===== config.mk =====
export PLATFORM = sky130hd
export DESIGN_NAME = wesb_top
export DESIGN_NICKNAME = d
export VERILOG_FILES = /design/src/wesb_pkg.sv /design/src/wesb_sync.sv /design/src/wesb_w1c_reg.sv /design/src/wesb_top.sv
export VERILOG_INCLUDE_DIRS = /design/src /design/src/src
export SDC_FILE = /design/constraint.sdc
export NUM_CORES = 1
export LEC_CHECK = 0
export ABC_AREA = 0
export BUFFER_PORTS_ARGS = -buffer_cell sky130_fd_sc_hd__buf_2
export CORE_MARGIN = 4
export CORE_UTILIZATION = 40
export CTS_CLUSTER_DIAMETER = 100
export CTS_CLUSTER_SIZE = 10
export DETAILED_ROUTE_END_ITERATION = 6
export SLEW_MARGIN = 20
export SYNTH_ARGS = -nofsm -noshare
export SYNTH_HDL_FRONTEND = slang
export SYNTH_SLANG_ARGS = --single-unit

===== constraint.sdc =====
create_clock -name clk -period 3.35 [get_ports clk]
set_input_delay 0 -clock clk [delete_from_list [all_inputs] [get_ports clk]]
set_output_delay 0 -clock clk [all_outputs]
set_load 0.02 [all_outputs]

===== src/wesb_cfg.svh =====
// offsets, field positions and reset values of the wake event status bank
`ifndef WESB_CFG_SVH
`define WESB_CFG_SVH

`define WESB_ADDR_W           8
`define WESB_DATA_W           8

`define WESB_OFS_GPIO5_STS    8'h08
`define WESB_OFS_FUNC_STS     8'h09
`define WESB_OFS_CTRL         8'h0D
`define WESB_OFS_GPIO5_EN     8'h0E
`define WESB_OFS_FUNC_EN      8'h0F
`define WESB_OFS_IRQ_STS      8'h10
`define WESB_OFS_IRQ_MASK     8'h11

`define WESB_RST_GPIO5_STS    8'h00
`define WESB_RST_FUNC_STS     8'h01
`define WESB_RST_EN           8'h00
`define WESB_RST_CTRL         8'h00
`define WESB_RST_IRQ          8'h00
`define WESB_RST_SYNC         12'h100

`define WESB_BIT_GLOBAL_EN    0
`define WESB_BIT_PAR          0
`define WESB_BIT_IRQ_GPIO5    0
`define WESB_BIT_IRQ_FUNC     1
`define WESB_BIT_IRQ_WAKE     2

`endif


===== src/wesb_pkg.sv =====
// types shared by the wake event status bank
package wesb_pkg;

    typedef struct packed {
        logic [7:0] addr;
        logic [7:0] wdata;
        logic       wr;
        logic       rd;
    } wesb_bus_req_t;

    // packed msb first so that smbus lands on bit 7 and midi on bit 1
    typedef struct packed {
        logic smbus_irq_flag;
        logic watchdog_irq_flag;
        logic keyboard_irq_flag;
        logic mouse_irq_flag;
        logic floppy_irq_flag;
        logic serial_port_irq_flag;
        logic midi_irq_flag;
    } wesb_func_evt_t;

    typedef struct packed {
        logic soft_reset;
        logic hard_reset;
        logic main_power_on_reset;
    } wesb_other_rst_t;

endpackage


===== src/wesb_sync.sv =====
// two flip-flop synchroniser for a vector of asynchronous inputs
`timescale 1ns/1ps
module wesb_sync
    import wesb_pkg::*;
#(
    parameter int           W       = 12,
    parameter logic [W-1:0] RST_VAL = '0
) (
    input  wire logic         clk,
    input  wire logic         reset,
    input  wire logic [W-1:0] async_i,
    output logic      [W-1:0] sync_o
);
    logic [W-1:0] meta_q;
    logic [W-1:0] meta_d;
    logic [W-1:0] sync_q;
    logic [W-1:0] sync_d;

    always_comb begin
        meta_d = async_i;
        sync_d = meta_q;
    end

    always_ff @(posedge clk) begin
        if (reset) begin
            meta_q <= RST_VAL;
            sync_q <= RST_VAL;
        end else begin
            meta_q <= meta_d;
            sync_q <= sync_d;
        end
    end

    assign sync_o = sync_q;
endmodule


===== src/wesb_w1c_reg.sv =====
// sticky write-one-to-clear status register with per-bit force
`timescale 1ns/1ps
module wesb_w1c_reg
    import wesb_pkg::*;
#(
    parameter int           W       = 8,
    parameter logic [W-1:0] RST_VAL = '0
) (
    input  wire logic         clk,
    input  wire logic         reset,
    input  wire logic [W-1:0] set_i,
    input  wire logic [W-1:0] clr_i,
    input  wire logic [W-1:0] force_i,
    output logic      [W-1:0] q_o
);
    logic [W-1:0] sts_q;
    logic [W-1:0] sts_d;

    // set and force are ordered after the clear so that they win
    always_comb begin
        sts_d = (sts_q & ~clr_i) | set_i | force_i;
    end

    always_ff @(posedge clk) begin
        if (reset) begin
            sts_q <= RST_VAL;
        end else begin
            sts_q <= sts_d;
        end
    end

    assign q_o = sts_q;
endmodule


===== src/wesb_top.sv =====
// wake event status bank: sticky wake and function status, enables, wake output
`timescale 1ns/1ps
`include "wesb_cfg.svh"
module wesb_top
    import wesb_pkg::*;
(
    input  wire logic            clk,
    input  wire logic            reset,
    input  wire wesb_bus_req_t   bus_req,
    output logic [7:0]           bus_rdata,
    input  wire logic [7:0]      gpio_group5_pin,
    input  wire wesb_func_evt_t  func_evt,
    input  wire logic            parallel_port_active,
    input  wire logic            parallel_ack_n,
    input  wire wesb_other_rst_t other_rst,
    output logic                 wake_request_out_n,
    output logic                 irq
);
    // pin side synchronisation: gpio pins, acknowledge and the other resets
    logic [11:0]     pin_async;
    logic [11:0]     pin_sync;
    logic [7:0]      gpio_sync;
    logic            ack_n_sync;
    wesb_other_rst_t rst_sync;

    assign pin_async = {other_rst, parallel_ack_n, gpio_group5_pin};

    wesb_sync #(
        .W       (12),
        .RST_VAL (`WESB_RST_SYNC)
    ) u_sync (
        .clk     (clk),
        .reset   (reset),
        .async_i (pin_async),
        .sync_o  (pin_sync)
    );

    assign gpio_sync  = pin_sync[7:0];
    assign ack_n_sync = pin_sync[8];
    assign rst_sync   = wesb_other_rst_t'(pin_sync[11:9]);

    // transition detector on the synchronised gpio pins
    // edges ignored until the synchroniser has refilled, so a pin high over reset is no event
    logic [7:0] gpio_prev_q;
    logic [7:0] gpio_prev_d;
    logic [2:0] gpio_arm_q;
    logic [2:0] gpio_arm_d;
    logic [7:0] gpio_evt;

    always_comb begin
        gpio_prev_d = gpio_sync;
        gpio_arm_d  = {gpio_arm_q[1:0], 1'b1};
        gpio_evt    = gpio_arm_q[2] ? (gpio_sync ^ gpio_prev_q) : 8'h00;
    end

    always_ff @(posedge clk) begin
        if (reset) begin
            gpio_prev_q <= 8'h00;
            gpio_arm_q  <= 3'h0;
        end else begin
            gpio_prev_q <= gpio_prev_d;
            gpio_arm_q  <= gpio_arm_d;
        end
    end

    // register bus decode
    logic       wr_gpio_sts;
    logic       wr_func_sts;
    logic       wr_ctrl;
    logic       wr_gpio_en;
    logic       wr_func_en;
    logic       wr_irq_mask;
    logic       rd_irq_sts;
    logic [7:0] gpio_clr;
    logic [7:0] func_clr;

    always_comb begin
        wr_gpio_sts = bus_req.wr && (bus_req.addr == `WESB_OFS_GPIO5_STS);
        wr_func_sts = bus_req.wr && (bus_req.addr == `WESB_OFS_FUNC_STS);
        wr_ctrl     = bus_req.wr && (bus_req.addr == `WESB_OFS_CTRL);
        wr_gpio_en  = bus_req.wr && (bus_req.addr == `WESB_OFS_GPIO5_EN);
        wr_func_en  = bus_req.wr && (bus_req.addr == `WESB_OFS_FUNC_EN);
        wr_irq_mask = bus_req.wr && (bus_req.addr == `WESB_OFS_IRQ_MASK);
        rd_irq_sts  = bus_req.rd && (bus_req.addr == `WESB_OFS_IRQ_STS);
        gpio_clr    = wr_gpio_sts ? bus_req.wdata : 8'h00;
        func_clr    = wr_func_sts ? bus_req.wdata : 8'h00;
    end

    // sources of the function status register
    logic       other_rst_any;
    logic       par_set;
    logic [7:0] func_set;
    logic [7:0] func_force;

    always_comb begin
        other_rst_any = |rst_sync;
        par_set       = parallel_port_active && !ack_n_sync;
        func_set      = {func_evt, par_set};
        func_force    = 8'h00;
        // bits 7..1 are never forced, bit 0 is forced by the other resets and while the parallel port is inactive
        func_force[`WESB_BIT_PAR] = other_rst_any || !parallel_port_active;
    end

    // the status registers: reset only by the standby reset on the reset port, otherwise cleared by writing one
    logic [7:0] gpio_sts;
    logic [7:0] func_sts;

    wesb_w1c_reg #(
        .W       (8),
        .RST_VAL (`WESB_RST_GPIO5_STS)
    ) u_gpio_sts (
        .clk     (clk),
        .reset   (reset),
        .set_i   (gpio_evt),
        .clr_i   (gpio_clr),
        .force_i (8'h00),
        .q_o     (gpio_sts)
    );

    wesb_w1c_reg #(
        .W       (8),
        .RST_VAL (`WESB_RST_FUNC_STS)
    ) u_func_sts (
        .clk     (clk),
        .reset   (reset),
        .set_i   (func_set),
        .clr_i   (func_clr),
        .force_i (func_force),
        .q_o     (func_sts)
    );

    // enables, control and interrupt mask
    logic [7:0] gpio_en_q;
    logic [7:0] gpio_en_d;
    logic [7:0] func_en_q;
    logic [7:0] func_en_d;
    logic [7:0] ctrl_q;
    logic [7:0] ctrl_d;
    logic [7:0] irq_mask_q;
    logic [7:0] irq_mask_d;

    always_comb begin
        gpio_en_d  = wr_gpio_en ? bus_req.wdata : gpio_en_q;
        func_en_d  = wr_func_en ? bus_req.wdata : func_en_q;
        ctrl_d     = wr_ctrl ? (bus_req.wdata & 8'h01) : ctrl_q;
        irq_mask_d = wr_irq_mask ? (bus_req.wdata & 8'h07) : irq_mask_q;
    end

    always_ff @(posedge clk) begin
        if (reset) begin
            gpio_en_q  <= `WESB_RST_EN;
            func_en_q  <= `WESB_RST_EN;
            ctrl_q     <= `WESB_RST_CTRL;
            irq_mask_q <= `WESB_RST_IRQ;
        end else begin
            gpio_en_q  <= gpio_en_d;
            func_en_q  <= func_en_d;
            ctrl_q     <= ctrl_d;
            irq_mask_q <= irq_mask_d;
        end
    end

    // wake output, open-drain style active low request
    logic wake_req;
    logic wake_n_q;
    logic wake_n_d;

    always_comb begin
        wake_req = ctrl_q[`WESB_BIT_GLOBAL_EN] &&
                   (|((gpio_sts & gpio_en_q) | (func_sts & func_en_q)));
        wake_n_d = !wake_req;
    end

    always_ff @(posedge clk) begin
        if (reset) begin
            wake_n_q <= 1'b1;
        end else begin
            wake_n_q <= wake_n_d;
        end
    end

    // block interrupt: sticky events, read-to-clear, masked onto irq
    logic [7:0] irq_sts_q;
    logic [7:0] irq_sts_d;
    logic [7:0] irq_evt;
    logic       irq_q;
    logic       irq_d;

    always_comb begin
        irq_evt = 8'h00;
        irq_evt[`WESB_BIT_IRQ_GPIO5] = |(gpio_evt & ~gpio_sts);
        irq_evt[`WESB_BIT_IRQ_FUNC]  = |(func_set & ~func_sts);
        irq_evt[`WESB_BIT_IRQ_WAKE]  = wake_req && wake_n_q;
        // a read clears, an event in the same cycle survives
        irq_sts_d = (rd_irq_sts ? 8'h00 : irq_sts_q) | irq_evt;
        irq_d     = |(irq_sts_d & irq_mask_q);
    end

    always_ff @(posedge clk) begin
        if (reset) begin
            irq_sts_q <= `WESB_RST_IRQ;
            irq_q     <= 1'b0;
        end else begin
            irq_sts_q <= irq_sts_d;
            irq_q     <= irq_d;
        end
    end

    // read data, valid in the cycle after the read strobe
    logic [7:0] rdata_q;
    logic [7:0] rdata_d;

    always_comb begin
        rdata_d = 8'h00;
        if (bus_req.rd) begin
            case (bus_req.addr)
                `WESB_OFS_GPIO5_STS: rdata_d = gpio_sts;
                `WESB_OFS_FUNC_STS:  rdata_d = func_sts;
                `WESB_OFS_CTRL:      rdata_d = ctrl_q;
                `WESB_OFS_GPIO5_EN:  rdata_d = gpio_en_q;
                `WESB_OFS_FUNC_EN:   rdata_d = func_en_q;
                `WESB_OFS_IRQ_STS:   rdata_d = irq_sts_q;
                `WESB_OFS_IRQ_MASK:  rdata_d = irq_mask_q;
                default:             rdata_d = 8'h00;
            endcase
        end
    end

    always_ff @(posedge clk) begin
        if (reset) begin
            rdata_q <= 8'h00;
        end else begin
            rdata_q <= rdata_d;
        end
    end

    assign bus_rdata          = rdata_q;
    assign wake_request_out_n = wake_n_q;
    assign irq                = irq_q;

    // checks
    AST_GPIO_SET: assert property (@(posedge clk) disable iff (reset)
        (gpio_evt != 8'h00) |=> ((gpio_sts & $past(gpio_evt)) == $past(gpio_evt)))
        else $error("gpio event did not set its status bit");

    AST_GPIO_HOLD: assert property (@(posedge clk) disable iff (reset)
        ##1 ((($past(gpio_sts) & ~$past(gpio_clr)) & ~gpio_sts) == 8'h00))
        else $error("gpio status bit dropped without a clear");

    AST_GPIO_MAP: assert property (@(posedge clk) disable iff (reset)
        ##1 ((gpio_sts & ~$past(gpio_sts) & ~$past(gpio_evt)) == 8'h00))
        else $error("gpio status bit set without its own pin");

    AST_GPIO_NO_RST: assert property (@(posedge clk) disable iff (reset)
        (other_rst_any && (gpio_clr == 8'h00)) |=> (gpio_sts == ($past(gpio_sts) | $past(gpio_evt))))
        else $error("gpio status changed by a non-standby reset");

    AST_GPIO_W1C: assert property (@(posedge clk) disable iff (reset)
        (gpio_clr != 8'h00) |=> ((gpio_sts & $past(gpio_clr) & ~$past(gpio_evt)) == 8'h00))
        else $error("gpio write of one did not clear");

    AST_RST_VALUES: assert property (@(posedge clk)
        $past(reset) |-> ((func_sts == `WESB_RST_FUNC_STS) && (gpio_sts == `WESB_RST_GPIO5_STS)))
        else $error("status reset value wrong");

    AST_FORCE_BIT0: assert property (@(posedge clk) disable iff (reset)
        other_rst_any |=> func_sts[`WESB_BIT_PAR])
        else $error("bit 0 not forced by another reset");

    AST_PAR_IDLE: assert property (@(posedge clk) disable iff (reset)
        !parallel_port_active |=> func_sts[`WESB_BIT_PAR])
        else $error("parallel flag not held while inactive");

    AST_PAR_ACK: assert property (@(posedge clk) disable iff (reset)
        (parallel_port_active && !ack_n_sync) |=> func_sts[`WESB_BIT_PAR])
        else $error("acknowledge did not set the parallel flag");

    AST_FUNC_MAP: assert property (@(posedge clk) disable iff (reset)
        ##1 (((($past(func_set) | $past(func_sts)) & ~$past(func_clr)) & ~func_sts & 8'hFE) == 8'h00))
        else $error("function event lost its status bit");

    AST_FUNC_NO_RST: assert property (@(posedge clk) disable iff (reset)
        (other_rst_any && (func_clr == 8'h00)) |=>
        (func_sts[7:1] == ($past(func_sts[7:1]) | $past(func_set[7:1]))))
        else $error("function bits changed by a non-standby reset");

    AST_FUNC_W1C: assert property (@(posedge clk) disable iff (reset)
        (func_clr != 8'h00) |=> ((func_sts & $past(func_clr & ~func_set & ~func_force)) == 8'h00))
        else $error("function write of one did not clear");

    AST_WAKE_OUT: assert property (@(posedge clk) disable iff (reset)
        ##1 (wake_request_out_n == !($past(ctrl_q[0]) &&
        (|(($past(gpio_sts) & $past(gpio_en_q)) | ($past(func_sts) & $past(func_en_q)))))))
        else $error("wake output does not match status and enables");

    AST_SET_WINS: assert property (@(posedge clk) disable iff (reset)
        ((gpio_clr & gpio_evt) != 8'h00) |=>
        ((gpio_sts & $past(gpio_clr & gpio_evt)) == $past(gpio_clr & gpio_evt)))
        else $error("same-cycle clear beat the event");

    AST_FUNC_SET_WINS: assert property (@(posedge clk) disable iff (reset)
        ((func_clr & func_set) != 8'h00) |=>
        ((func_sts & $past(func_clr & func_set)) == $past(func_clr & func_set)))
        else $error("same-cycle clear beat a function event");

    AST_PAR_CLR: assert property (@(posedge clk) disable iff (reset)
        (parallel_port_active && ack_n_sync && !other_rst_any && func_clr[`WESB_BIT_PAR]) |=>
        !func_sts[`WESB_BIT_PAR])
        else $error("parallel flag write of one did not clear");

    AST_WAKE_GLOBAL: assert property (@(posedge clk) disable iff (reset)
        !ctrl_q[`WESB_BIT_GLOBAL_EN] |=> wake_request_out_n)
        else $error("wake output low without the global enable");

    AST_RDATA_IDLE: assert property (@(posedge clk) disable iff (reset)
        !$past(bus_req.rd) |-> (bus_rdata == 8'h00))
        else $error("read data not zero outside a read");

    AST_IRQ_LEVEL: assert property (@(posedge clk) disable iff (reset)
        irq == (|(irq_sts_q & $past(irq_mask_q))))
        else $error("interrupt output does not follow masked status");

    AST_IRQ_READ_CLEAR: assert property (@(posedge clk) disable iff (reset)
        (rd_irq_sts && (irq_evt == 8'h00)) |=> (irq_sts_q == 8'h00))
        else $error("interrupt status not cleared by its read");

    AST_WAKE_IRQ: assert property (@(posedge clk) disable iff (reset)
        $fell(wake_request_out_n) |-> irq_sts_q[`WESB_BIT_IRQ_WAKE])
        else $error("wake request did not raise its interrupt status");

endmodule


==> qor.txt, run 1 <==
Layout Nets - 462
Reg2reg path depth - 5
Critical Path End Type - flop
Die height - 98.3 um
Core area - 7810 um2
All-Layer GR Usage - 17.6%
Initial antenna violation count - 0
DRC - 0
CTS sink count - 84
CP Data Required Time - 3.59 ns
Postcts setup bufs - 0
Area added between synthesis and finish - 26.9%
Syn Inst Count - 342
Worst Hold Class - input port to flop
Antenna-violating nets left - 0
Die area - 9660 um2
Clk root buf - clkbuf_8
Clock buffer depth - 2
WHS Path Cells - 3
Ys async rst share - 0%
CTS clk-pin slew, worst paths - 0.09 ns
Mean Syn Cell Area - 9.53 um2
Worst IR Drop VDD - 0.216 mV
RSZ-0062 raised after global routing - false
Data arrival time of the critical path - 2.21 ns
Buffers on Ports - 49
Max-slew violations - 0
Crit path time final - 1.97 ns
Pwr dens - 486 nW/um2
Register bit count reported by yosys - 84
Die W - 98.3 um
Largest net degree at the start of global routing - 42
Yosys cell types - 38
Dpl cells - 482
Post-Route Setup TNS - 0 ns
Fin. Hold Viols - 0
Via count - 2792
Skew final - 0.0114 ns
Vias per std cell - 5.28
Residual overflow from global routing - 0
Starting Density - 41.7%
Avg WL per Cell - 15.2 um
Non-filler cells, final - 529
Clk Latency, worst-skew pair - 0.35 ns
FILL cells - 755
Max Fanout on Critical Path - 8
Hold endpoint - func_en_q[4]
Setup violations, final - 0
Max Fclk - 507 MHz
R2r setup slk - 1.68 ns
Reg2reg end - irq
Drt pass-1 iters - 7
Final Cycle Share - 58.9%
Post-Route WL - 8070 um
Most used DFF post-synth - dfxtp_1
Ports - 50
TritonCTS Buffers - 9
Final Wtd Congestion - 0.932
First-pass GRT wire length - 13400 um
Hpwl dp - 5560 um
Slew at the pin closest to its max-slew limit - 0.855 ns
Mapped Nets - 382
Status - finished, final reports clean
CTS tree - yes
Sequential share of the synthesized area - 51.6%
R2r startpoint - u_func_sts.q_o[3]
Placement Rows - 32
Slew Limit Headroom - 42.6%
H-tree Lvls - 3
WS Path Type - input port to flop
Vias in the first global route - 2667
Worst hold start - bus_req[1]
Maxcap violations - 0
Synth warn - 0
Layout cells sized above 1 - 17.6%
Post-synth EDFFs - 0
Crit start category - input port
Detailed Route Iter0 Violations - 141
Antenna cells - 0
Synth Cell Area - 3260 um2
Leak Pwr - 0.00162 uW
==> per-stage QoR <==
step	power, uW	setup WS [ns]	cell area, um2	util, %	hold slack (ns)
after floorplan	1130	1.90	3260	-	0.0871
after global placement	1180	1.39	3590	46.0	0.186
after detailed placement	1180	1.36	3590	46.0	0.186
after CTS	2030	1.39	4140	53.0	0.00858
after global routing	2110	1.21	4140	53.0	0.0243
final	2010	1.38	4140	53.0	0.0304
==> layer usage <==
| metal | vias to the layer above | global-route usage, % | wire length, um |
|---|---|---|---|
| li1 | 1370 | - | - |
| met1 | 1300 | 22.3 | 3420 |
| met2 | 111 | 28.5 | 3920 |
| met3 | 11 | 5.07 | 615 |
| met4 | 0 | 6.62 | 112 |
| met5 | - | 0 | 0 |
==> report_power, final <==
| group | switching (uW) | internal [uW] |
|---|---|---|
| sequential | 17.4 | 1030 |
| combinational | 72.7 | 70.5 |
| clock | 344 | 482 |
==> final cells by class <==
| class | count | area (um2) | area share (%) |
|---|---|---|---|
| clock buffer | 13 | 169 | 4.08 |
| clock inverter | 3 | 67.6 | 1.63 |
| multi-input combinational | 235 | 1480 | 35.8 |
| tap | 102 | 128 | 3.09 |
| timing repair buffer | 82 | 571 | 13.8 |
| inverter | 10 | 37.5 | 0.908 |
| sequential | 84 | 1680 | 40.7 |
==> registers in the layout, summed over array words and instances (netlist names) <==
signal              flops
u_sync.meta_q          12
u_sync.sync_o          12
bus_rdata               8
func_en_q               8
gpio_en_q               8
gpio_prev_q             8
u_func_sts.q_o          8
u_gpio_sts.q_o          8
gpio_arm_q              3
irq_mask_q              3
irq_sts_q               3
ctrl_q                  1
irq                     1
wake_request_out_n      1
==> Yosys cell counts (all sizes together), types with 3 or more instances <==
cell / count / area, um2
a21oi: 30 / 150
a221oi: 5 / 43.8
a222oi: 8 / 80.1
a22o: 4 / 35.0
a22oi: 6 / 45.0
buf: 3 / 21.3
clkbuf: 10 / 37.5
dfxtp: 84 / 1680
inv: 10 / 37.5
mux2i: 15 / 150
nand2: 35 / 131
nand3: 10 / 50.1
nand3b: 8 / 60.1
nand4: 7 / 43.8
nor2: 35 / 131
nor2b: 33 / 206
nor3: 5 / 35.0
nor4: 4 / 70.1
xor2: 8 / 70.1
==> kinds of logic (layout without fill, tap and decap cells) <==
| family | count (synthesis) | count (layout) | synth area share (%) |
|---|---|---|---|
| flip-flops | 84 | 84 | 51.6 |
| AO/OA/AOI/OAI | 64 | 64 | 13.4 |
| multiplexers | 15 | 15 | 4.61 |
| buffers and inverters | 23 | 108 | 2.96 |
| XOR/XNOR | 8 | 8 | 2.15 |
| AND/OR/NAND/NOR | 148 | 148 | 25.3 |
==> timing repair <==
item / 4_1_cts / 5_1_grt
hold endpoints to repair: 39 / 0
resized for setup: 0 / 0
hold buffers: 31 / 0
==> worst max path at each step <==
stage                      from           endpoint  slack [ns]  depth (start not counted)
floorplan           bus_req[15]       gpio_en_q[0]        1.90                          5
global placement    bus_req[15]       func_en_q[5]        1.39                          6
detailed placement  bus_req[15]       func_en_q[1]        1.36                          6
CTS                 bus_req[15]  u_func_sts.q_o[4]        1.39                          7
global route        bus_req[15]  u_func_sts.q_o[4]        1.21                          7
finish              bus_req[15]  u_func_sts.q_o[7]        1.38                          7
==> placed cells by master, fill, tap and decap left out, types with 12 or more instances in the layout <==
cell type,netlist,routed
mux2i_1,15,15
dfxtp_1,84,84
a21oi_1,30,30
nor2_1,35,35
buf_2,2,49
clkbuf_8,0,12
nand2_1,35,35
dlygate4sd3_1,0,31
nor2b_1,33,33
==> critical path, cell delays in order <==
cell and delay, ns:
buf_2 0.10, or3_1 0.59, nor4_4 0.63, a21oi_1 0.16
nor2_1 0.12, dlygate4sd3_1 0.56, nor2_1 0.04
No activity file was read; power rests on OpenSTA's default activity.
==> inputs of run 2 (changes only) <==
--- a/config.mk
+++ b/config.mk
@@ -6,7 +6,7 @@
 export SDC_FILE = /design/constraint.sdc
 export NUM_CORES = 1
 export LEC_CHECK = 0
-export ABC_AREA = 0
+export ABC_AREA = 1
 export BUFFER_PORTS_ARGS = -buffer_cell sky130_fd_sc_hd__buf_2
 export CORE_MARGIN = 4
 export CORE_UTILIZATION = 40
==> constraint.sdc (replaced) <==
create_clock -name clk -period 1.7 [get_ports clk]
set_input_delay 0 -clock clk [delete_from_list [all_inputs] [get_ports clk]]
set_output_delay 0 -clock clk [all_outputs]
set_load 0.02 [all_outputs]
==> run 2 against run 1 <==
  * Synthesized area rose by 6.6%
  * Clock-buffer cell count fell by 2
  * Global-route usage fell by 0.41 points
  * Power rose by 86%
  * Clock power rose by 70%
  * Worst setup slack got worse by 1.1 ns
  * Combinational power rose by 100%
  * Critical path type unchanged
  * Critical endpoint is now u_func_sts.q_o[0]
==> qor.txt, run 2 <==
Status - finished, final reports clean
Sequential share of the synthesized area - 48.4% (-3.2 points)
DRC - 0 (unchanged)
Pwr dens - 871 nW/um2 (+79%)
Slew Limit Headroom - 67.3% (+25 points)
Critical-path cell list - buf_2 > nor2_2 > nand3_2 > inv_2 > nand2_2 > inv_2 > nand2_4 > o21ai_1 > nand4_1 > dlygate4sd3_1
Core area - 8340 um2 (+6.8%)
First-pass GRT wire length - 13700 um (+2.1%)
Post-synth EDFFs - 0 (unchanged)
Dpl cells - 627 (+30%)
Final Cycle Share - 86.6%
Yosys top cell area share - 48.4% (-3.2 points)
Skew final - 0.00749 ns (-0.00390 ns)
CTS tree - yes
Max Fanout on Critical Path - 8 (unchanged)
Initial antenna violation count - 0 (unchanged)
Vias in the first global route - 2793 (+4.7%)
WP buf/inv - 4 (+2)
Starting Density - 41.7% (-0.088 points)
Maxcap violations - 0 (unchanged)
Compound-Gate Fraction of Synth Area - 13.5% (+0.032 points)
Yosys cell types - 26 (-32%)
CP Data Required Time - 1.95 ns (-1.64 ns)
Register bit count reported by yosys - 84 (unchanged)
Largest family of logic cells by synthesized area - simple AND/OR/NAND/NOR gates
WS Path Type - input port to flop
Die height - 101 um (+3.0%)
Max Fclk - 679 MHz
Largest net degree at the start of global routing - 32 (-24%)
Final Wtd Congestion - 0.843 (-9.5%)
All-Layer GR Usage - 17.2% (-0.41 points)
Most frequent cells in the layout - inv_1, dfxtp_1, nand2_1
Most common cell after layout, fill and taps aside - inv_1
RSZ-0062 raised after global routing - false
CP delay by family, top - buffers and inverters
Detailed Route Iter0 Violations - 117 (-17%)
Mux share of post-synthesis cell area - 0% (-4.6 points)
Synth area leader - dfxtp_1
CTS sink count - 84 (unchanged)
Synth Area in XOR/XNOR - 0% (-2.1 points)
Setup violations, final - 0 (unchanged)
Area added between synthesis and finish - 23.8%
Mapped Nets - 523 (+37%)
Placement Rows - 33 (+3.1%)
Antenna cells - 0 (unchanged)
Crit path time final - 1.47 ns
Simple-gate area share of the yosys netlist - 25.7% (+0.45 points)
Top post-synthesis cells by area - dfxtp_1, inv_1, nand2_1, nor2_1, a21oi_1
Ports - 50 (unchanged)
Post-Route WL - 8490 um (+5.3%)
Critical Path End Type - flop
CP max-delay cell - dlygate4sd3_1
Avg WL per Cell - 12.7 um (-17%)
Slowest stage delay, CP - 0.56 ns (-0.07 ns)
Area share of fa/ha/maj cells after synthesis - 0% (unchanged)
Die area - 10200 um2 (+6.1%)
Via count - 3128 (+12%)
Hpwl dp - 5980 um (+7.7%)
Crit start category - input port
Vias per std cell - 4.66 (-12%)
Postcts setup bufs - 0 (unchanged)
Slew at the pin closest to its max-slew limit - 0.490 ns (-0.364 ns)
Fin. Hold Viols - 0 (unchanged)
Die W - 101 um (+3.0%)
Antenna-violating nets left - 0 (unchanged)
CTS clk-pin slew, worst paths - 0.08 ns (about the same)
H-tree Lvls - 3 (unchanged)
Drt pass-1 iters - 5 (-2)
Most frequent cell after synthesis - inv_1
Buffers on Ports - 49 (unchanged)
Post-synth top cells - inv_1, dfxtp_1, nand2_1
Non-filler cells, final - 671 (+27%)
Worst IR Drop VDD - 0.346 mV (+61%)
TritonCTS Buffers - 9 (unchanged)
Synth Cell Area - 3470 um2 (+6.6%)
Max-slew violations - 0 (unchanged)
Worst Hold Class - input port to flop
Clk root buf - clkbuf_8
Syn Inst Count - 483 (+41%)
Most used DFF post-synth - dfxtp_1
Residual overflow from global routing - 0 (unchanged)
Most frequent CP cell - inv_2
Synth warn - 0 (unchanged)
Leak Pwr - 0.00193 uW (+19%)
Mean Syn Cell Area - 7.19 um2 (-25%)
Post-Route Setup TNS - 0 ns (unchanged)
Layout Nets - 602 (+30%)
Layout cells sized above 1 - 15.5% (-2.0 points)
Ys async rst share - 0% (unchanged)
Data arrival time of the critical path - 1.72 ns (-0.49 ns)
Clk Latency, worst-skew pair - 0.36 ns (about the same)
Clock buffer depth - 2 (unchanged)
-- run 2: worst paths after layout --
check,cells past startpoint,startpoint,to,slack [ns]
setup reg to reg,3,u_sync.sync_o[10],u_func_sts.q_o[0],0.30
hold reg to reg,2,u_sync.meta_q[0],u_sync.sync_o[0],0.40
setup / recovery,10,bus_req[17],u_func_sts.q_o[0],0.23
hold / removal,3,bus_req[1],irq_mask_q[0],0.04
-- run 2: area by class of cell --
class                      count  area [um2]
clock buffer                  11         141
fill                         831        4040
tap                          105         131
clock inverter                 4        50.0
inverter                     101         379
sequential                    84        1680
multi-input combinational    285        1360
timing repair buffer          81         558
-- run 2: layer usage --
metal	part of all wire [%]	GRT usage (%)	wire length (um)
met1	46	22.4	3920
met2	46	27.7	3860
met3	6.7	3.58	568
met4	1.6	7.26	132
met5	0	0	0
-- run 2: cells by family after synthesis --
| logic type | after synthesis |
|---|---|
| and+or+nand+nor | 194 |
| AOI/OAI and AO/OA | 91 |
| buffers and inverters | 114 |
| DFF | 84 |
-- run 2: power by group --
group	total (uW)	switching (uW)	internal (uW)
sequential	2050	32.8	2020
combinational	292	161	131
clock	1400	694	709
-- run 2: repair_timing --
action                                 4_1_cts  5_1_grt
endpoints found under the hold margin       35        0
hold buffers                                29        0
resized for setup                            0        0
-- run 2: worst reg2reg max path: cells and delay by family, from the launching register on --
kind	cells	cell delay, ns
buffers and inverters	1	0.56
flip-flops	1	0.30
AND/OR/NAND/NOR	2	0.44
-- run 2: per-stage QoR --
step	util (%)	total power [uW]	hold WS [ns]	worst slack [ns]	area [um2]
floorplan	-	2240	0.0937	0.566	3470
global route	51.6	3920	0.0301	0.138	4300
global placement	45.8	2340	0.186	0.442	3820
CTS	51.6	3790	0.0247	0.256	4300
finish	51.6	3750	0.0372	0.228	4300
detailed placement	45.8	2340	0.185	0.406	3820
